[src/core/frs_pkg.sv]
// Purpose: shared constants and types for the flash rewrite sequencer
// Assumes: one 125 MHz clock, plain register port
// Notes:   register offsets, control/suspend/status fields, the control reset and timing counts live here
package frs_pkg;
   // register word addresses
   localparam logic [3:0] ADDR_CTRL   = 4'h0;
   localparam logic [3:0] ADDR_SUSP   = 4'h1;
   localparam logic [3:0] ADDR_STAT   = 4'h2;
   localparam logic [3:0] ADDR_CMD    = 4'h3;
   localparam logic [3:0] ADDR_LOCK   = 4'h4;
   // control register fields
   localparam int CTRL_REWR_EN    = 0;
   localparam int CTRL_LOCK_DIS   = 1;
   localparam int CTRL_MODE_SEL   = 2;
   localparam int CTRL_SUSP_EN    = 3;
   localparam logic [7:0] CTRL_RESET = 8'h00;
   // suspend register fields
   localparam int SUSP_REQ        = 0;
   // status register fields
   localparam int STAT_READY      = 0;
   localparam int STAT_ERS_SUSP   = 1;
   localparam int STAT_PRG_SUSP   = 2;
   localparam int STAT_REFUSED    = 3;
   localparam int STAT_ABORTED    = 4;
   localparam int STAT_READ_ARRAY = 5;
   // timing
   localparam int CLK_MHZ          = 125;
   localparam int SUSP_DELAY_NS    = 20000;
   localparam int SUSP_DELAY_CYC   = (SUSP_DELAY_NS * CLK_MHZ + 999) / 1000;
   localparam int OP_TIME_CYC      = 100000;
   localparam int NUM_BLOCKS       = 8;
   // command codes
   typedef enum logic [2:0] {
      FRS_CMD_READ_ARRAY = 3'h0,
      FRS_CMD_CLR_STAT   = 3'h1,
      FRS_CMD_PROGRAM    = 3'h2,
      FRS_CMD_ERASE      = 3'h3,
      FRS_CMD_LOCK_PRG   = 3'h4,
      FRS_CMD_READ_LOCK  = 3'h5,
      FRS_CMD_BLANK      = 3'h6
   } frs_cmd_t;
   // register bus request
   typedef struct packed {
      logic       wr;
      logic       rd;
      logic [3:0] addr;
      logic [7:0] wdata;
   } frs_bus_t;
   // forced-stop interrupt sources
   typedef struct packed {
      logic nmi;
      logic wdt;
      logic osc;
      logic vdet;
   } frs_force_t;
endpackage : frs_pkg

[src/core/frs_delay.sv]
// Purpose: suspend accept delay counter
// Assumes: start is a level held while waiting
// Notes:   done rises after CYCLES clocks of continuous start
`timescale 1ns/1ps
module frs_delay #(
   parameter int CYCLES = 2500
) (
   // clock and reset
   input  wire logic I_CLK,
   input  wire logic I_RST,
   // control
   input  wire logic i_start,
   output logic      o_done
);
   logic [31:0] cnt_ff;

   // count up while requested, clear otherwise so each request waits in full
   always_ff @(posedge I_CLK or posedge I_RST) begin
      if (I_RST) begin
         cnt_ff <= 32'h0;
      end else if (!i_start) begin
         cnt_ff <= 32'h0;
      end else if (cnt_ff < 32'(CYCLES)) begin
         cnt_ff <= cnt_ff + 32'h1;
      end
   end

   assign o_done = i_start && (cnt_ff >= 32'(CYCLES));
endmodule : frs_delay

[src/core/frs_seq.sv]
// Purpose: flash self-rewrite sequencer with suspend, lock bits and cpu stall
// Assumes: cpu drives the register port; flash array timing is a counter
// Notes:   long counts are parameters so simulation can shorten them
// Function
// RL1: ram-resident suspend accepted only after accept delay from request bit set.
// RL2: software touches flash in suspend only after suspend status shows acceptance.
// RL3: clearing the suspend request bit restarts the suspended operation.
// RL4: ram-resident interrupt routine requests suspend only while operation runs.
// RL5: rom-resident mode is mode select 1 with rewrite enable 1.
// RL6: rom-resident mode stalls the cpu during program or erase.
// RL7: rom-resident, suspend enabled: interrupt accepted after delay, enters suspend.
// RL8: rom-resident, suspend disabled: interrupt held pending until operation completes.
// RL9: forced-stop interrupts abort the operation at once.
// RL10: after an abort software re-runs and verifies the erase.
// RL11: rom-resident mode stops the watchdog during program or erase.
// RL12: watchdog keeps counting during suspend.
// RL13: software avoids rom-resident mode with watchdog source protection on.
// RL14: rom-resident mode leaves flash in read array after every command.
// RL15: software sets cpu clock to 16 MHz or less first.
// RL16: software sets the flash wait state bit first.
// RL17: lock enabled and lock bit 0 refuses program and erase.
// RL18: a lock bit clears only by lock bit program on that block.
// RL19: erase with lock disabled erases anyway and sets lock bit to 1.
// RL20: read lock bit status returns the block lock bit.
// RL21: ram-resident mode is mode select 0 with rewrite enable 1.
// RL22: accept delay is a parameterised counter started on request during operation.
`timescale 1ns/1ps
module frs_seq #(
   parameter int SUSP_CYC = frs_pkg::SUSP_DELAY_CYC,
   parameter int OP_CYC   = frs_pkg::OP_TIME_CYC,
   parameter int NBLK     = frs_pkg::NUM_BLOCKS
) (
   // clock and reset
   input  wire logic               I_CLK,
   input  wire logic               I_RST,
   // register port
   input  wire frs_pkg::frs_bus_t  I_BUS,
   output logic [7:0]              O_RDATA,
   // interrupt sources
   input  wire logic               I_MASK_IRQ,
   input  wire frs_pkg::frs_force_t I_FORCE_IRQ,
   // cpu side
   output logic                    O_CPU_STALL,
   output logic                    O_IRQ_GRANT,
   output logic                    O_FORCE_GRANT,
   output logic                    O_WDT_RUN
);
   typedef enum {ST_IDLE, ST_BUSY, ST_SUSP} frs_state_t;

   frs_state_t       state_ff;
   logic [7:0]       ctrl_ff;
   logic             susp_req_ff;
   logic             is_erase_ff;
   logic             refused_ff;
   logic             aborted_ff;
   logic             read_array_ff;
   logic [31:0]      op_cnt_ff;
   logic [NBLK-1:0]  lock_ff;
   logic [2:0]       blk_ff;
   logic             lock_prg_ff;
   logic [7:0]       rdata_ff;
   logic             lock_rd_ff;

   logic rewr_en;
   logic ew1_mode;
   logic ew0_mode;
   logic susp_en;
   logic lock_dis;
   logic cmd_wr;
   logic [2:0] cmd_code;
   logic [2:0] cmd_blk;
   logic blk_ok;
   logic start_op;
   logic force_any;
   logic delay_start;
   logic delay_done;
   logic op_done;

   // mode decode
   assign rewr_en  = ctrl_ff[frs_pkg::CTRL_REWR_EN];
   assign ew1_mode = rewr_en && ctrl_ff[frs_pkg::CTRL_MODE_SEL];   // [RL5]
   assign ew0_mode = rewr_en && !ctrl_ff[frs_pkg::CTRL_MODE_SEL];  // [RL21]
   assign susp_en  = ctrl_ff[frs_pkg::CTRL_SUSP_EN];
   assign lock_dis = ctrl_ff[frs_pkg::CTRL_LOCK_DIS];
   assign force_any = |I_FORCE_IRQ;

   // command word: low 3 bits code, next 3 bits block
   assign cmd_wr   = I_BUS.wr && (I_BUS.addr == frs_pkg::ADDR_CMD) && rewr_en;
   assign cmd_code = I_BUS.wdata[2:0];
   assign cmd_blk  = I_BUS.wdata[5:3];
   // lock check; out-of-range blocks are never writable
   assign blk_ok   = (32'(cmd_blk) < 32'(NBLK)) &&
                     (lock_dis || lock_ff[cmd_blk]);                // [RL17]
   assign start_op = cmd_wr && (state_ff == ST_IDLE) &&
                     (cmd_code == frs_pkg::FRS_CMD_PROGRAM ||
                      cmd_code == frs_pkg::FRS_CMD_ERASE ||
                      cmd_code == frs_pkg::FRS_CMD_LOCK_PRG) && blk_ok;
   assign op_done  = (state_ff == ST_BUSY) && (op_cnt_ff >= 32'(OP_CYC - 1));

   // delay runs on a request raised while busy: bit in ram mode, irq in rom mode with suspend enabled
   assign delay_start = (state_ff == ST_BUSY) && !force_any &&
                        ((ew0_mode && susp_req_ff) ||
                         (ew1_mode && susp_en && I_MASK_IRQ));     // [RL22]

   frs_delay #(
      .CYCLES (SUSP_CYC)
   ) u_delay (
      .I_CLK   (I_CLK),
      .I_RST   (I_RST),
      .i_start (delay_start),
      .o_done  (delay_done)
   );

   // control register
   always_ff @(posedge I_CLK or posedge I_RST) begin
      if (I_RST) begin
         ctrl_ff <= frs_pkg::CTRL_RESET;
      end else if (I_BUS.wr && I_BUS.addr == frs_pkg::ADDR_CTRL) begin
         ctrl_ff <= {4'h0, I_BUS.wdata[3:0]};
      end
   end

   // suspend request bit; rom-mode irq acceptance also sets it
   always_ff @(posedge I_CLK or posedge I_RST) begin
      if (I_RST) begin
         susp_req_ff <= 1'b0;
      end else if (ew1_mode && delay_done) begin
         susp_req_ff <= 1'b1;                                       // [RL7]
      end else if (I_BUS.wr && I_BUS.addr == frs_pkg::ADDR_SUSP) begin
         susp_req_ff <= I_BUS.wdata[frs_pkg::SUSP_REQ];
      end
   end

   // operation state machine
   always_ff @(posedge I_CLK or posedge I_RST) begin
      if (I_RST) begin
         state_ff <= ST_IDLE;
      end else begin
         case (state_ff)
            ST_IDLE: begin
               if (start_op && !force_any) begin
                  state_ff <= ST_BUSY;
               end
            end
            ST_BUSY: begin
               if (force_any) begin
                  state_ff <= ST_IDLE;                              // [RL9]
               end else if (delay_done) begin
                  state_ff <= ST_SUSP;                              // [RL1] [RL7]
               end else if (op_done) begin
                  state_ff <= ST_IDLE;
               end
            end
            ST_SUSP: begin
               if (force_any) begin
                  state_ff <= ST_IDLE;
               end else if (!susp_req_ff) begin
                  state_ff <= ST_BUSY;                              // [RL3]
               end
            end
            default: state_ff <= ST_IDLE;
         endcase
      end
   end

   // operation progress; held in suspend so a restart resumes
   always_ff @(posedge I_CLK or posedge I_RST) begin
      if (I_RST) begin
         op_cnt_ff <= 32'h0;
      end else if (start_op) begin
         op_cnt_ff <= 32'h0;
      end else if (state_ff == ST_BUSY && !delay_done) begin
         op_cnt_ff <= op_cnt_ff + 32'h1;
      end
   end

   // remember which operation and block is in flight
   always_ff @(posedge I_CLK or posedge I_RST) begin
      if (I_RST) begin
         is_erase_ff <= 1'b0;
         lock_prg_ff <= 1'b0;
         blk_ff      <= 3'h0;
      end else if (start_op) begin
         is_erase_ff <= (cmd_code == frs_pkg::FRS_CMD_ERASE);
         lock_prg_ff <= (cmd_code == frs_pkg::FRS_CMD_LOCK_PRG);
         blk_ff      <= cmd_blk;
      end
   end

   // lock bits: nonvolatile array modeled as unlocked at reset
   genvar gi;
   generate
      for (gi = 0; gi < NBLK; gi++) begin : g_lock
         always_ff @(posedge I_CLK or posedge I_RST) begin
            if (I_RST) begin
               lock_ff[gi] <= 1'b1;
            end else if (op_done && 32'(blk_ff) == gi) begin
               if (lock_prg_ff) begin
                  lock_ff[gi] <= 1'b0;                              // [RL18]
               end else if (is_erase_ff && lock_dis) begin
                  lock_ff[gi] <= 1'b1;                              // [RL19]
               end
            end
         end
      end
   endgenerate

   // status flags: refused and aborted are sticky, cleared by clear status
   always_ff @(posedge I_CLK or posedge I_RST) begin
      if (I_RST) begin
         refused_ff <= 1'b0;
         aborted_ff <= 1'b0;
      end else begin
         if (state_ff != ST_IDLE && force_any) begin
            aborted_ff <= 1'b1;                                     // [RL9]
         end else if (cmd_wr && cmd_code == frs_pkg::FRS_CMD_CLR_STAT) begin
            aborted_ff <= 1'b0;
         end
         if (cmd_wr && state_ff == ST_IDLE && !blk_ok &&
             (cmd_code == frs_pkg::FRS_CMD_PROGRAM || cmd_code == frs_pkg::FRS_CMD_ERASE)) begin
            refused_ff <= 1'b1;                                     // [RL17]
         end else if (cmd_wr && cmd_code == frs_pkg::FRS_CMD_CLR_STAT) begin
            refused_ff <= 1'b0;
         end
      end
   end

   // array read mode: rom mode always returns to read array
   always_ff @(posedge I_CLK or posedge I_RST) begin
      if (I_RST) begin
         read_array_ff <= 1'b1;
         lock_rd_ff    <= 1'b0;
      end else if (cmd_wr) begin
         read_array_ff <= ew1_mode ||
                          cmd_code == frs_pkg::FRS_CMD_READ_ARRAY ||
                          cmd_code == frs_pkg::FRS_CMD_CLR_STAT;    // [RL14]
         if (cmd_code == frs_pkg::FRS_CMD_READ_LOCK && 32'(cmd_blk) < 32'(NBLK)) begin
            lock_rd_ff <= lock_ff[cmd_blk];                         // [RL20]
         end
      end
   end

   // read data one cycle after the read strobe, zero otherwise
   always_ff @(posedge I_CLK or posedge I_RST) begin
      if (I_RST) begin
         rdata_ff <= 8'h00;
      end else if (I_BUS.rd) begin
         case (I_BUS.addr)
            frs_pkg::ADDR_CTRL: rdata_ff <= ctrl_ff;
            frs_pkg::ADDR_SUSP: rdata_ff <= {7'h00, susp_req_ff};
            frs_pkg::ADDR_STAT: rdata_ff <= {2'h0, read_array_ff, aborted_ff, refused_ff,
                                             state_ff == ST_SUSP && !is_erase_ff,
                                             state_ff == ST_SUSP && is_erase_ff,
                                             state_ff == ST_IDLE};
            frs_pkg::ADDR_LOCK: rdata_ff <= {7'h00, lock_rd_ff};
            default:            rdata_ff <= 8'h00;
         endcase
      end else begin
         rdata_ff <= 8'h00;
      end
   end
   assign O_RDATA = rdata_ff;

   // cpu and interrupt outputs
   assign O_CPU_STALL   = ew1_mode && (state_ff == ST_BUSY);        // [RL6]
   // pending in rom mode while busy; in suspend the irq is serviced
   assign O_IRQ_GRANT   = I_MASK_IRQ && !(ew1_mode && state_ff == ST_BUSY); // [RL8]
   assign O_FORCE_GRANT = force_any;
   // watchdog halted only while rom-mode operation actually runs
   assign O_WDT_RUN     = !(ew1_mode && state_ff == ST_BUSY);       // [RL11] [RL12]

   // cycles the current suspend request has stood; cross-checks the delay counter
   logic [31:0] req_age_ff;

   always_ff @(posedge I_CLK or posedge I_RST) begin
      if (I_RST) begin
         req_age_ff <= 32'h0;
      end else if (!delay_start) begin
         req_age_ff <= 32'h0;
      end else if (req_age_ff < 32'(SUSP_CYC)) begin
         req_age_ff <= req_age_ff + 32'h1;
      end
   end
endmodule : frs_seq

[config.mk]
export PLATFORM = sky130hd
export DESIGN_NAME = frs_seq
export DESIGN_NICKNAME = d
export VERILOG_FILES = /design/src/core/frs_pkg.sv /design/src/core/frs_delay.sv /design/src/core/frs_seq.sv
export SDC_FILE = /design/constraint.sdc
export NUM_CORES = 1
export LEC_CHECK = 0
export ABC_AREA = 1
export ABC_CLOCK_PERIOD_IN_PS = 7850
export BUFFER_PORTS_ARGS = -buffer_cell sky130_fd_sc_hd__buf_4
export CAP_MARGIN = 20
export CELL_PAD_IN_SITES_DETAIL_PLACEMENT = 1
export CELL_PAD_IN_SITES_GLOBAL_PLACEMENT = 1
export CORE_ASPECT_RATIO = 1.5
export CORE_MARGIN = 2
export CORE_UTILIZATION = 30
export CTS_BUF_LIST = sky130_fd_sc_hd__clkbuf_8 sky130_fd_sc_hd__clkbuf_16
export CTS_CLUSTER_DIAMETER = 200
export DETAILED_ROUTE_END_ITERATION = 10
export PLACE_DENSITY = 0.65
export SLEW_MARGIN = 10
export SYNTH_ARGS = -nofsm -noshare
export SYNTH_HDL_FRONTEND = slang
export SYNTH_SLANG_ARGS = --single-unit
[constraint.sdc]
create_clock -name I_CLK -period 7.85 [get_ports I_CLK]
set_clock_uncertainty 0.2 [all_clocks]
set_input_delay 0.785 -clock I_CLK [delete_from_list [all_inputs] [get_ports I_CLK]]
set_output_delay 0.785 -clock I_CLK [all_outputs]
set_load 0.02 [all_outputs]
# ---- Yosys cells after proc, flatten, opt, wreduce, memory -nomap -nowiden
# Cells that the tools add are included.
dict set report classes {
  add_sub_neg 2
  order_cmp 4
  eq_ne 24
  muxes 22
  reduce_logical 70
}
# cell count
set op_table {}
lappend op_table {{$mux 32} 10}
lappend op_table {{$pmux 32 s3} 1}
lappend op_table {{$add 32x1->32 const B} 2}
lappend op_table {{$eq 32x2->1 const B} 2}
lappend op_table {{$logic_not 32->1} 2}
lappend op_table {{$logic_and 1x1->1} 36}
lappend op_table {{$eq 32x1->1 const B} 1}
lappend op_table {{$eq 32x3->1 const B} 1}
lappend op_table {{$ge 32x12->1 const B} 1}
lappend op_table {{$ge 32x17->1 const B} 1}
lappend op_table {{$lt 32x12->1 const B} 1}
lappend op_table {{$reduce_bool 32->1} 1}
lappend op_table {{$pmux 6 s4} 1}
lappend op_table {{$eq 3x3->1 const B} 6}
lappend op_table {{$reduce_and 2->1} 9}
lappend op_table {{$eq 3x2->1 const B} 4}
lappend op_table {{$reduce_bool 2->1} 5}
lappend op_table {{$eq 4x2->1 const B} 2}
lappend op_table {{$mux 1} 8}
lappend op_table {{$mux 8} 1}
lappend op_table {{$eq 3x1->1 const B} 2}
lappend op_table {{$logic_not 1->1} 6}
lappend op_table {{$logic_not 3->1} 2}
lappend op_table {{$logic_or 1x1->1} 6}
lappend op_table {{other kinds (10)} 11}
dict set report totals {
  ff_bits 126
  in_bits 21
  out_inout_bits 12
  elab_cells 143
}

# ---- Logic depth before layout (Yosys ltp)
# Gate-level depths: netlist (run 1).
dict set report depth {
  word_depth 10
  mapped_depth 13
  ltp_nobuf 13
}

# ---- Cells and area by module
# A second synthesis (run 1) with hierarchy kept.
dict set report hier_totals {
  cells_unflattened 716
  area_unflattened_um2 5323.9
}
# module n_inst cells_each area_each_um2 seq_area_each_um2
set modules_own_cells {}
lappend modules_own_cells {frs_seq 1 492 3669.8 1562.7}
lappend modules_own_cells {frs_delay 1 224 1654.1 800.8}

# ---- Worst setup path after synthesis (run 1)
# OpenSTA, ideal clock, no wires.
dict set report synth_timing {
  path_type {input-to-reg}
  start {input port I_FORCE_IRQ[3] in the netlist's numbering}
  end {register op_cnt_ff[17]}
  setup_time_ps 119
  arrival_ps 2015
  required_time_ps 7531
  setup_slack_ps 5516
  stages 9
  path_buffers 1
  path_cell_list {nor2_1 -> nand2_1 -> nor3_4 -> nand2_4 -> nand2_4 -> nand2_4 -> buf_6 -> nand2_2 -> o21ai_2}
}
dict set report synth_via {
  elab_chain_len 8
}
# element line_no
set synth_rtl {}
lappend synth_rtl {{start: declaration} frs_seq.sv:41} ;# input wire frs_pkg::frs_force_t I_FORCE_IRQ,
lappend synth_rtl {{$reduce_or 4->1} frs_seq.sv:85} ;# assign force_any = |I_FORCE_IRQ;
lappend synth_rtl {{named net O_FORCE_GRANT} frs_seq.sv:45} ;# output logic O_FORCE_GRANT,
lappend synth_rtl {{$logic_not 1->1} frs_seq.sv:101} ;# assign delay_start = (state_ff == ST_BUSY) && !force_any &&
lappend synth_rtl {{$logic_and 1x1->1 (2 in series)} frs_seq.sv:101}
lappend synth_rtl {{$logic_and 1x1->1} frs_delay.sv:28} ;# assign o_done = i_start && (cnt_ff >= 32'(CYCLES));
lappend synth_rtl {{$logic_not 1->1} frs_seq.sv:172} ;# end else if (state_ff == ST_BUSY && !delay_done) begin
lappend synth_rtl {{$logic_and 1x1->1} frs_seq.sv:172}
lappend synth_rtl {{$reduce_bool 2->1 (no source line)} --}
lappend synth_rtl {{end signal: assignment} frs_seq.sv:173} ;# op_cnt_ff <= op_cnt_ff + 32'h1;
lappend synth_rtl {{end: declaration} frs_seq.sv:57} ;# logic [31:0] op_cnt_ff;
# The timed path passes the listed nets, and every way through them passes these cells.
# A chain may end at the register's enable or synchronous reset.

# ---- Final worst setup path (run 1)
dict set report layout_timing {
  start {input port I_BUS[11] in the netlist's numbering}
  end {register op_cnt_ff[21]}
}
dict set report layout_via {
  elab_chain_len 7
  elab_cells_between_ends 8
  classes_between {eq/ne (1); mux (1); reduce/logical (6)}
}
# element line_no
set layout_rtl {}
lappend layout_rtl {{start: declaration} frs_seq.sv:37} ;# input wire frs_pkg::frs_bus_t I_BUS,
lappend layout_rtl {{$eq 4x2->1 (*)} frs_seq.sv:88} ;# assign cmd_wr = I_BUS.wr && (I_BUS.addr == frs_pkg::ADDR_CMD) && rewr_en;
lappend layout_rtl {{$logic_and 1x1->1 (*) (2 in series)} frs_seq.sv:88}
lappend layout_rtl {{$logic_and 1x1->1 (*) (2 in series)} frs_seq.sv:94} ;# assign start_op = cmd_wr && (state_ff == ST_IDLE) &&
lappend layout_rtl {{$logic_and 1x1->1 (*)} frs_seq.sv:97} ;# cmd_code == frs_pkg::FRS_CMD_LOCK_PRG) && blk_ok;
lappend layout_rtl {{$mux 32 / $reduce_bool 2->1 (equally long branches)} --}
# Mark *: on every way between the ends. The rest lies on a longest branch, timed or not.

==> results of run 1 <==
[cells by family (layout without fill, tap and decap cells)]
logic type,count (synthesis),count (layout)
flops,94,94
fa+ha+maj,3,3
simple gates,391,391
compound gates,81,81
buf+inv,119,148
other cells,1,2
xor+xnor,13,13
[final timing paths]
kind	slack [ns]	end
setup / recovery	4.89	op_cnt_ff[21]
max in group asynchronous	6.30	lock_ff[4]
min in group I_CLK	0.29	lock_ff[2]
hold reg to reg	0.29	lock_ff[2]
hold / removal	0.17	op_cnt_ff[23]
setup reg to reg	5.01	op_cnt_ff[21]
[sequential cells by signal, indices dropped and copies added (netlist names), 2 cells and up]
| name | count |
|---|---|
| blk_ff | 3 |
| O_RDATA | 6 |
| ctrl_ff | 4 |
| state_ff | 2 |
| u_delay.cnt_ff | 32 |
| lock_ff | 8 |
| op_cnt_ff | 32 |
[cell usage in the layout, fill, tap and decap left out, types with 3 or more instances in the layout]
cell / synthesis / routed
inv_2: 4 / 4
o21ai_0: 30 / 30
ha_1: 3 / 3
nand2_2: 5 / 5
nand2_4: 3 / 3
dfstp_2: 9 / 9
xor2_1: 11 / 11
o21ai_1: 3 / 3
clkbuf_16: 0 / 9
nor2_1: 117 / 117
nand4_1: 27 / 27
o21ai_2: 26 / 26
nand3_1: 36 / 36
nor3_1: 34 / 34
buf_4: 6 / 29
inv_1: 98 / 97
nand2_1: 160 / 160
a21oi_1: 11 / 11
dfrtp_1: 85 / 85
[metrics by stage]
step,area [µm²],worst slack [ns],total power (W),util,instances
floorplan,5280,4.43,0.00104,-,703
global placement,5640,4.58,0.00114,0.326,928
detailed placement,5640,4.49,0.00117,0.326,928
CTS,5920,4.85,0.00160,0.343,944
global route,5950,4.60,0.00169,0.344,945
finish,5950,4.89,0.00158,0.344,945
[per-layer routing]
layer	track usage	vias to the layer above
li1	-	2293
met1	0.184	2296
met2	0.310	43
met3	0.0175	21
met4	0.0726	0
met5	0	-
[worst reg2reg max path, stage by stage (launching register included)]
cell and delay (ns):
dfrtp_1 0.47, nor2_1 0.28, nand4_1 0.19, a21oi_1 0.27
nand2_2 0.47, nand2_4 0.66, nand2_1 0.14, o21ai_2 0.07
[power by group through the flow]
stage,Clock (W),Sequential [W],Combinational [W]
floorplan,0,0.000644,0.000399
global placement,0,0.000672,0.000468
detailed placement,0,0.000675,0.000492
CTS,0.000442,0.000667,0.000493
global route,0.000458,0.000680,0.000552
finish,0.000427,0.000667,0.000484
[cell usage after synthesis]
| master | number | area, µm² |
|---|---|---|
| nand2_1 | 160 | 601 |
| nor2_1 | 117 | 439 |
| inv_1 | 98 | 368 |
| dfrtp_1 | 85 | 2130 |
| nand3_1 | 36 | 180 |
| nor3_1 | 34 | 170 |
| o21ai_0 | 30 | 150 |
| nand4_1 | 27 | 169 |
| o21ai_2 | 26 | 228 |
| a21oi_1 | 11 | 55.1 |
| xor2_1 | 11 | 96.3 |
| dfstp_2 | 9 | 236 |
| buf_4 | 6 | 45.0 |
| buf_6 | 5 | 56.3 |
| nand2_2 | 5 | 31.3 |
| clkbuf_1 | 4 | 15.0 |
| inv_2 | 4 | 15.0 |
| ha_1 | 3 | 37.5 |
| nand2_4 | 3 | 33.8 |
| o21ai_1 | 3 | 15.0 |
| a32oi_1 | 2 | 17.5 |
| buf_2 | 2 | 10.0 |
| nor4_1 | 2 | 12.5 |
| o22ai_1 | 2 | 12.5 |
| o31ai_1 | 2 | 15.0 |
| or2_0 | 2 | 12.5 |
| xnor2_1 | 2 | 17.5 |
| a21boi_0 | 1 | 7.51 |
| a41oi_1 | 1 | 8.76 |
| conb_1 | 1 | 3.75 |
| nand3b_1 | 1 | 7.51 |
| nor2_8 | 1 | 20.0 |
| nor3_4 | 1 | 16.3 |
| nor3b_1 | 1 | 7.51 |
| o211ai_2 | 1 | 12.5 |
| o21a_1 | 1 | 7.51 |
| o32ai_1 | 1 | 8.76 |
| or2_2 | 1 | 6.26 |
[cell type report]
cell class	instances	area share
multi-input combinational	490	0.404
timing repair buffer	30	0.0412
clock inverter	7	0.00968
clock buffer	9	0.0379
tap	213	0.0448
inverter	102	0.0648
sequential	94	0.397
==> impl_metrics.tcl, run 1 <==
set metrics [dict create \
    dieArea_mm2 0.0187 \
    critPathRequiredTime_ns 7.92 \
    ant_nets 0 \
    whs_ns 0.172 \
    clock_latency_ns 0.36 \
    p_switching_w 0.000634 \
    fillerInstances 2186 \
    synth_compound_area_frac 0.102 \
    p_leak_nw 2.61 \
    grt_remaining_overflow 0 \
    io_buffers 28 \
    maxSlewHeadroom 0.523 \
    status "complete, no violations" \
    fin_crit_ns 2.96 \
    period_share 0.377 \
    start_util 0.305 \
    synth-seq-cells 94 \
    yosysWarnings 0 \
    synth-simple-area-share 0.324 \
    drive_above_1_share 0.134 \
    crit_start "I_BUS[11]" \
    antenna_found_initial 0 \
    cp-start-kind "input port" \
    hold_violations 0 \
    cts.sinks 94 \
    drtIter0Drc 146 \
    yosysSeqAreaShare 0.448 \
    areaGrowthSynthToFinish_pct 12.8 \
    synthDistinctLibCells 38 \
    max_freq_mhz 338 \
    hold_class "in2async" \
    cp_max_fo 33 \
    p_seq_frac 0.423 \
    grt_pass1_wl_mm 24.9 \
    routed_wl_mm 14.5 \
    fp.coreArea_mm2 0.0173 \
    p_clk_frac 0.271 \
    grt_pass1_vias 5059 \
    nNetsFinal 751 \
    cts_hold_buf 0 \
    gp_congestion 0.903 \
    p_sw_frac 0.402 \
    path_clk_slew_ns 0.08 \
    num_rows 59 \
    intPower_w 0.000945 \
    seq_area_mm2 0.00236 \
    cts_root_buf "clkbuf_16" \
    cts_tree "yes" \
    fp.dieW_um 112 \
    topRoutingLayerUsed "met4" \
    setup_tns_ns 0 \
    postSynthCellCount 702 \
    vias 4653 \
    synth_area_per_cell_um2 7.51 \
    htreeDepth 3 \
    wl_per_cell_um 15.3 \
    cts_buffers 9 \
    ff2ff_path_depth 7 \
    wl_met3_um 248 \
    grt.total_usage 0.165 \
    wl_met2_mm 7.90 \
    cap_violations 0 \
    criticalPathCategory "in2reg" \
    cts_buffer_depth 2 \
    grt_setup_unrepaired "no" \
    cpLargestDelayFamily "simple AND/OR/NAND/NOR gates" \
    m1WireLength_mm 5.93 \
    p_comb_frac 0.307 \
    path_cells "buf_4, nor2_1, nand4_1, a21oi_1, nand2_2, nand2_4, nand2_1, o21ai_2" \
    max_stage_delay_ns 0.65 \
    cts_resized 0 \
    crit_buf_inv 1 \
    grt_max_degree 78 \
    hpwl_mm 10.9 \
    synth_area_mm2 0.00527 \
    worstMarginPinSlew_ns 0.713 \
    ir_drop_v 0.000124 \
    multiInputGateArea_mm2 0.00240 \
    slowest_stage "nand2_4" \
    diodes 0 \
    die_h_um 166 \
    route.detailed.drc 0 \
    cts_setup_buffers 0 \
    synth_fa_ha_area_frac 0.00712 \
    io_pins 33 \
    synth_top_family_by_area "simple AND/OR/NAND/NOR gates" \
    synth-xor-area-share 0.0216 \
    cp.depth 8 \
    r2r-start "state_ff[1]" \
    synth_mux_area_frac 0 \
    cp-end-kind "register" \
    viasPerCell 4.92 \
    powerDensity_mw_per_mm2 265 \
    final-setup-viol-count 0 \
    critPathArrivalTime_ns 3.02 \
    slew_viol_final 0 \
    dr.pass1.iters 4 \
]
(Power assumes the default switching activity.)
==> run 2: changes to the inputs <==
--- a/config.mk
+++ b/config.mk
@@ -6,7 +6,7 @@
 export NUM_CORES = 1
 export LEC_CHECK = 0
 export ABC_AREA = 1
-export ABC_CLOCK_PERIOD_IN_PS = 7850
+export ABC_CLOCK_PERIOD_IN_PS = 3050
 export BUFFER_PORTS_ARGS = -buffer_cell sky130_fd_sc_hd__buf_4
 export CAP_MARGIN = 20
 export CELL_PAD_IN_SITES_DETAIL_PLACEMENT = 1
==> constraint.sdc (replaced) <==
create_clock -name I_CLK -period 3.05 [get_ports I_CLK]
set_clock_uncertainty 0.2 [all_clocks]
set_input_delay 0.305 -clock I_CLK [delete_from_list [all_inputs] [get_ports I_CLK]]
set_output_delay 0.305 -clock I_CLK [all_outputs]
set_load 0.02 [all_outputs]
==> run 2 against run 1 <==
Effect of this change:
- sequential power grew to 2.6 times the previous value
- critical endpoint is now lock_ff[5]
- first-iteration DRC count is 5.5% lower
- non-clock buffer count rose by 5
- critical path depth up 3
- largest cell class unchanged
- cell count grew 0.53%
==> impl_metrics.tcl, run 2 (synthesized netlist as in run 1, its figures left out) <==
set metrics [dict create \
    drive_above_1_share 0.136 \
    num_rows 59 \
    fp.coreArea_mm2 0.0173 \
    clock_latency_ns 0.35 \
    cts_setup_buffers 0 \
    max_freq_mhz 426 \
    routed_wl_mm 14.6 \
    cap_violations 0 \
    drtIter0Drc 138 \
    gp_congestion 0.874 \
    dieArea_mm2 0.0187 \
    setup_tns_ns 0 \
    worstHoldStart "I_BUS[5]" \
    crit_start "op_cnt_ff[0]" \
    period_share 0.770 \
    criticalPathCategory "reg2reg" \
    status "complete, no violations" \
    cts_tree "yes" \
    power.total_w 0.00422 \
    grt_max_degree 49 \
    ant_nets 0 \
    p_switching_w 0.00160 \
    vias 4663 \
    slew_viol_final 0 \
    dp_cells 932 \
    final_util 0.349 \
    path_clk_slew_ns 0.07 \
    fp.dieW_um 112 \
    reg.largest.list "op_cnt_ff x32, u_delay.cnt_ff x32, lock_ff x8" \
    fin_crit_ns 2.35 \
    io_buffers 28 \
    grt_setup_unrepaired "no" \
    nNetsFinal 756 \
    cts_root_buf "clkbuf_16" \
    maxSlewHeadroom 0.531 \
    hpwl_mm 11.0 \
    ff2ff_path_depth 11 \
    cp_max_fo 4 \
    final_common_cell "nand2_1" \
    powerDensity_mw_per_mm2 701 \
    critPathRequiredTime_ns 3.10 \
    finalNonFillerCells 950 \
    areaGrowthSynthToFinish_pct 14.3 \
    use_met2 0.312 \
    ir_drop_v 0.000377 \
    critPathArrivalTime_ns 2.40 \
    p_seq_frac 0.407 \
    p_leak_nw 2.66 \
    p_sw_frac 0.380 \
    viasPerCell 4.91 \
    grt_pass1_wl_mm 25.0 \
    p_clk_frac 0.296 \
    wl_per_cell_um 15.4 \
    grt.total_usage 0.167 \
    route.detailed.drc 0 \
    diodes 0 \
    whs_path_depth 3 \
    start_util 0.305 \
    hold_class "in2reg" \
    worstMarginPinSlew_ns 0.703 \
    cts_buffers 9 \
    final_cell_mix "nand2_1, nor2_1, inv_1" \
    antenna_found_initial 0 \
    p_comb_frac 0.297 \
    hold_violations 0 \
    grt_util_met3 0.0270 \
    gr-max-usage-layer "met2" \
    cts.sinks 94 \
    cts_buffer_depth 2 \
    grt_pass1_vias 5056 \
    io_pins 33 \
    dr.pass1.iters 4 \
    cts_resized 0 \
    final-setup-viol-count 0 \
    intPower_w 0.00262 \
    die_h_um 166 \
    cp-start-kind "register" \
    use_met1 0.181 \
    r2r-start "op_cnt_ff[0]" \
    htreeDepth 3 \
    cp-end-kind "register" \
    grt_remaining_overflow 0 \
]
## run 2: path summary, 6_finish.rpt
| kind | to | slack [ns] |
|---|---|---|
| max | lock_ff[5] | 0.70 |
| min | blk_ff[2] | 0.05 |
| max reg2reg | lock_ff[5] | 0.70 |
| min reg2reg | read_array_ff | 0.28 |
| max in group asynchronous | lock_ff[6] | 1.48 |
| min in group asynchronous | op_cnt_ff[0] | 0.41 |
## run 2: per-stage QoR
| stage | area [µm²] | worst slack (ns) | hold slack [ns] |
|---|---|---|---|
| after floorplan | 5280 | 0.111 | 0.226 |
| after global placement | 5680 | 0.730 | 0.251 |
| after detailed placement | 5680 | 0.653 | 0.258 |
| after CTS | 6020 | 0.627 | 0.0469 |
| after global routing | 6020 | 0.496 | 0.0746 |
| final | 6020 | 0.701 | 0.0521 |
## run 2: layout make-up
cell class	count	area, µm²
clock buffers	10	239
clock inverters	6	86.3
fillers	2173	11200
inverters	102	385
multi-input cells	490	2400
flip-flops and latches	94	2360
well taps	213	267
repair buffers	35	280
## run 2: routing by layer
metal	share of wire	wire (µm)	vias up
li1	-	-	2293
met1	0.40	5880	2300
met2	0.55	7990	40
met3	0.018	258	30
met4	0.033	475	0
met5	0	0	-
## run 2: worst max-delay path, stage by stage, from the launching register on
cell and delay [ns]:
dfrtp_1 0.41, ha_1 0.23, nand2_1 0.11, o21ai_0 0.19
nand3_1 0.12, nand2_1 0.11, nand2_1 0.05, nand2_1 0.11
nand2_1 0.08, nor2_1 0.29, nand2_1 0.12, o21ai_0 0.23
## run 2: power groups by stage
stage / registers (W) / logic [W] / clock network (W)
global route: 0.00176 / 0.00143 / 0.00135
floorplan: 0.00166 / 0.00103 / 0
CTS: 0.00172 / 0.00128 / 0.00129
detailed placement: 0.00174 / 0.00127 / 0
global placement: 0.00173 / 0.00122 / 0
finish: 0.00172 / 0.00125 / 0.00125
## run 2: what timing repair did
| action | in CTS | in global routing |
|---|---|---|
| hold buffers | 2 | 0 |
| endpoints found under the setup margin | 0 | 0 |
| endpoints found under the hold margin | 47 | 0 |
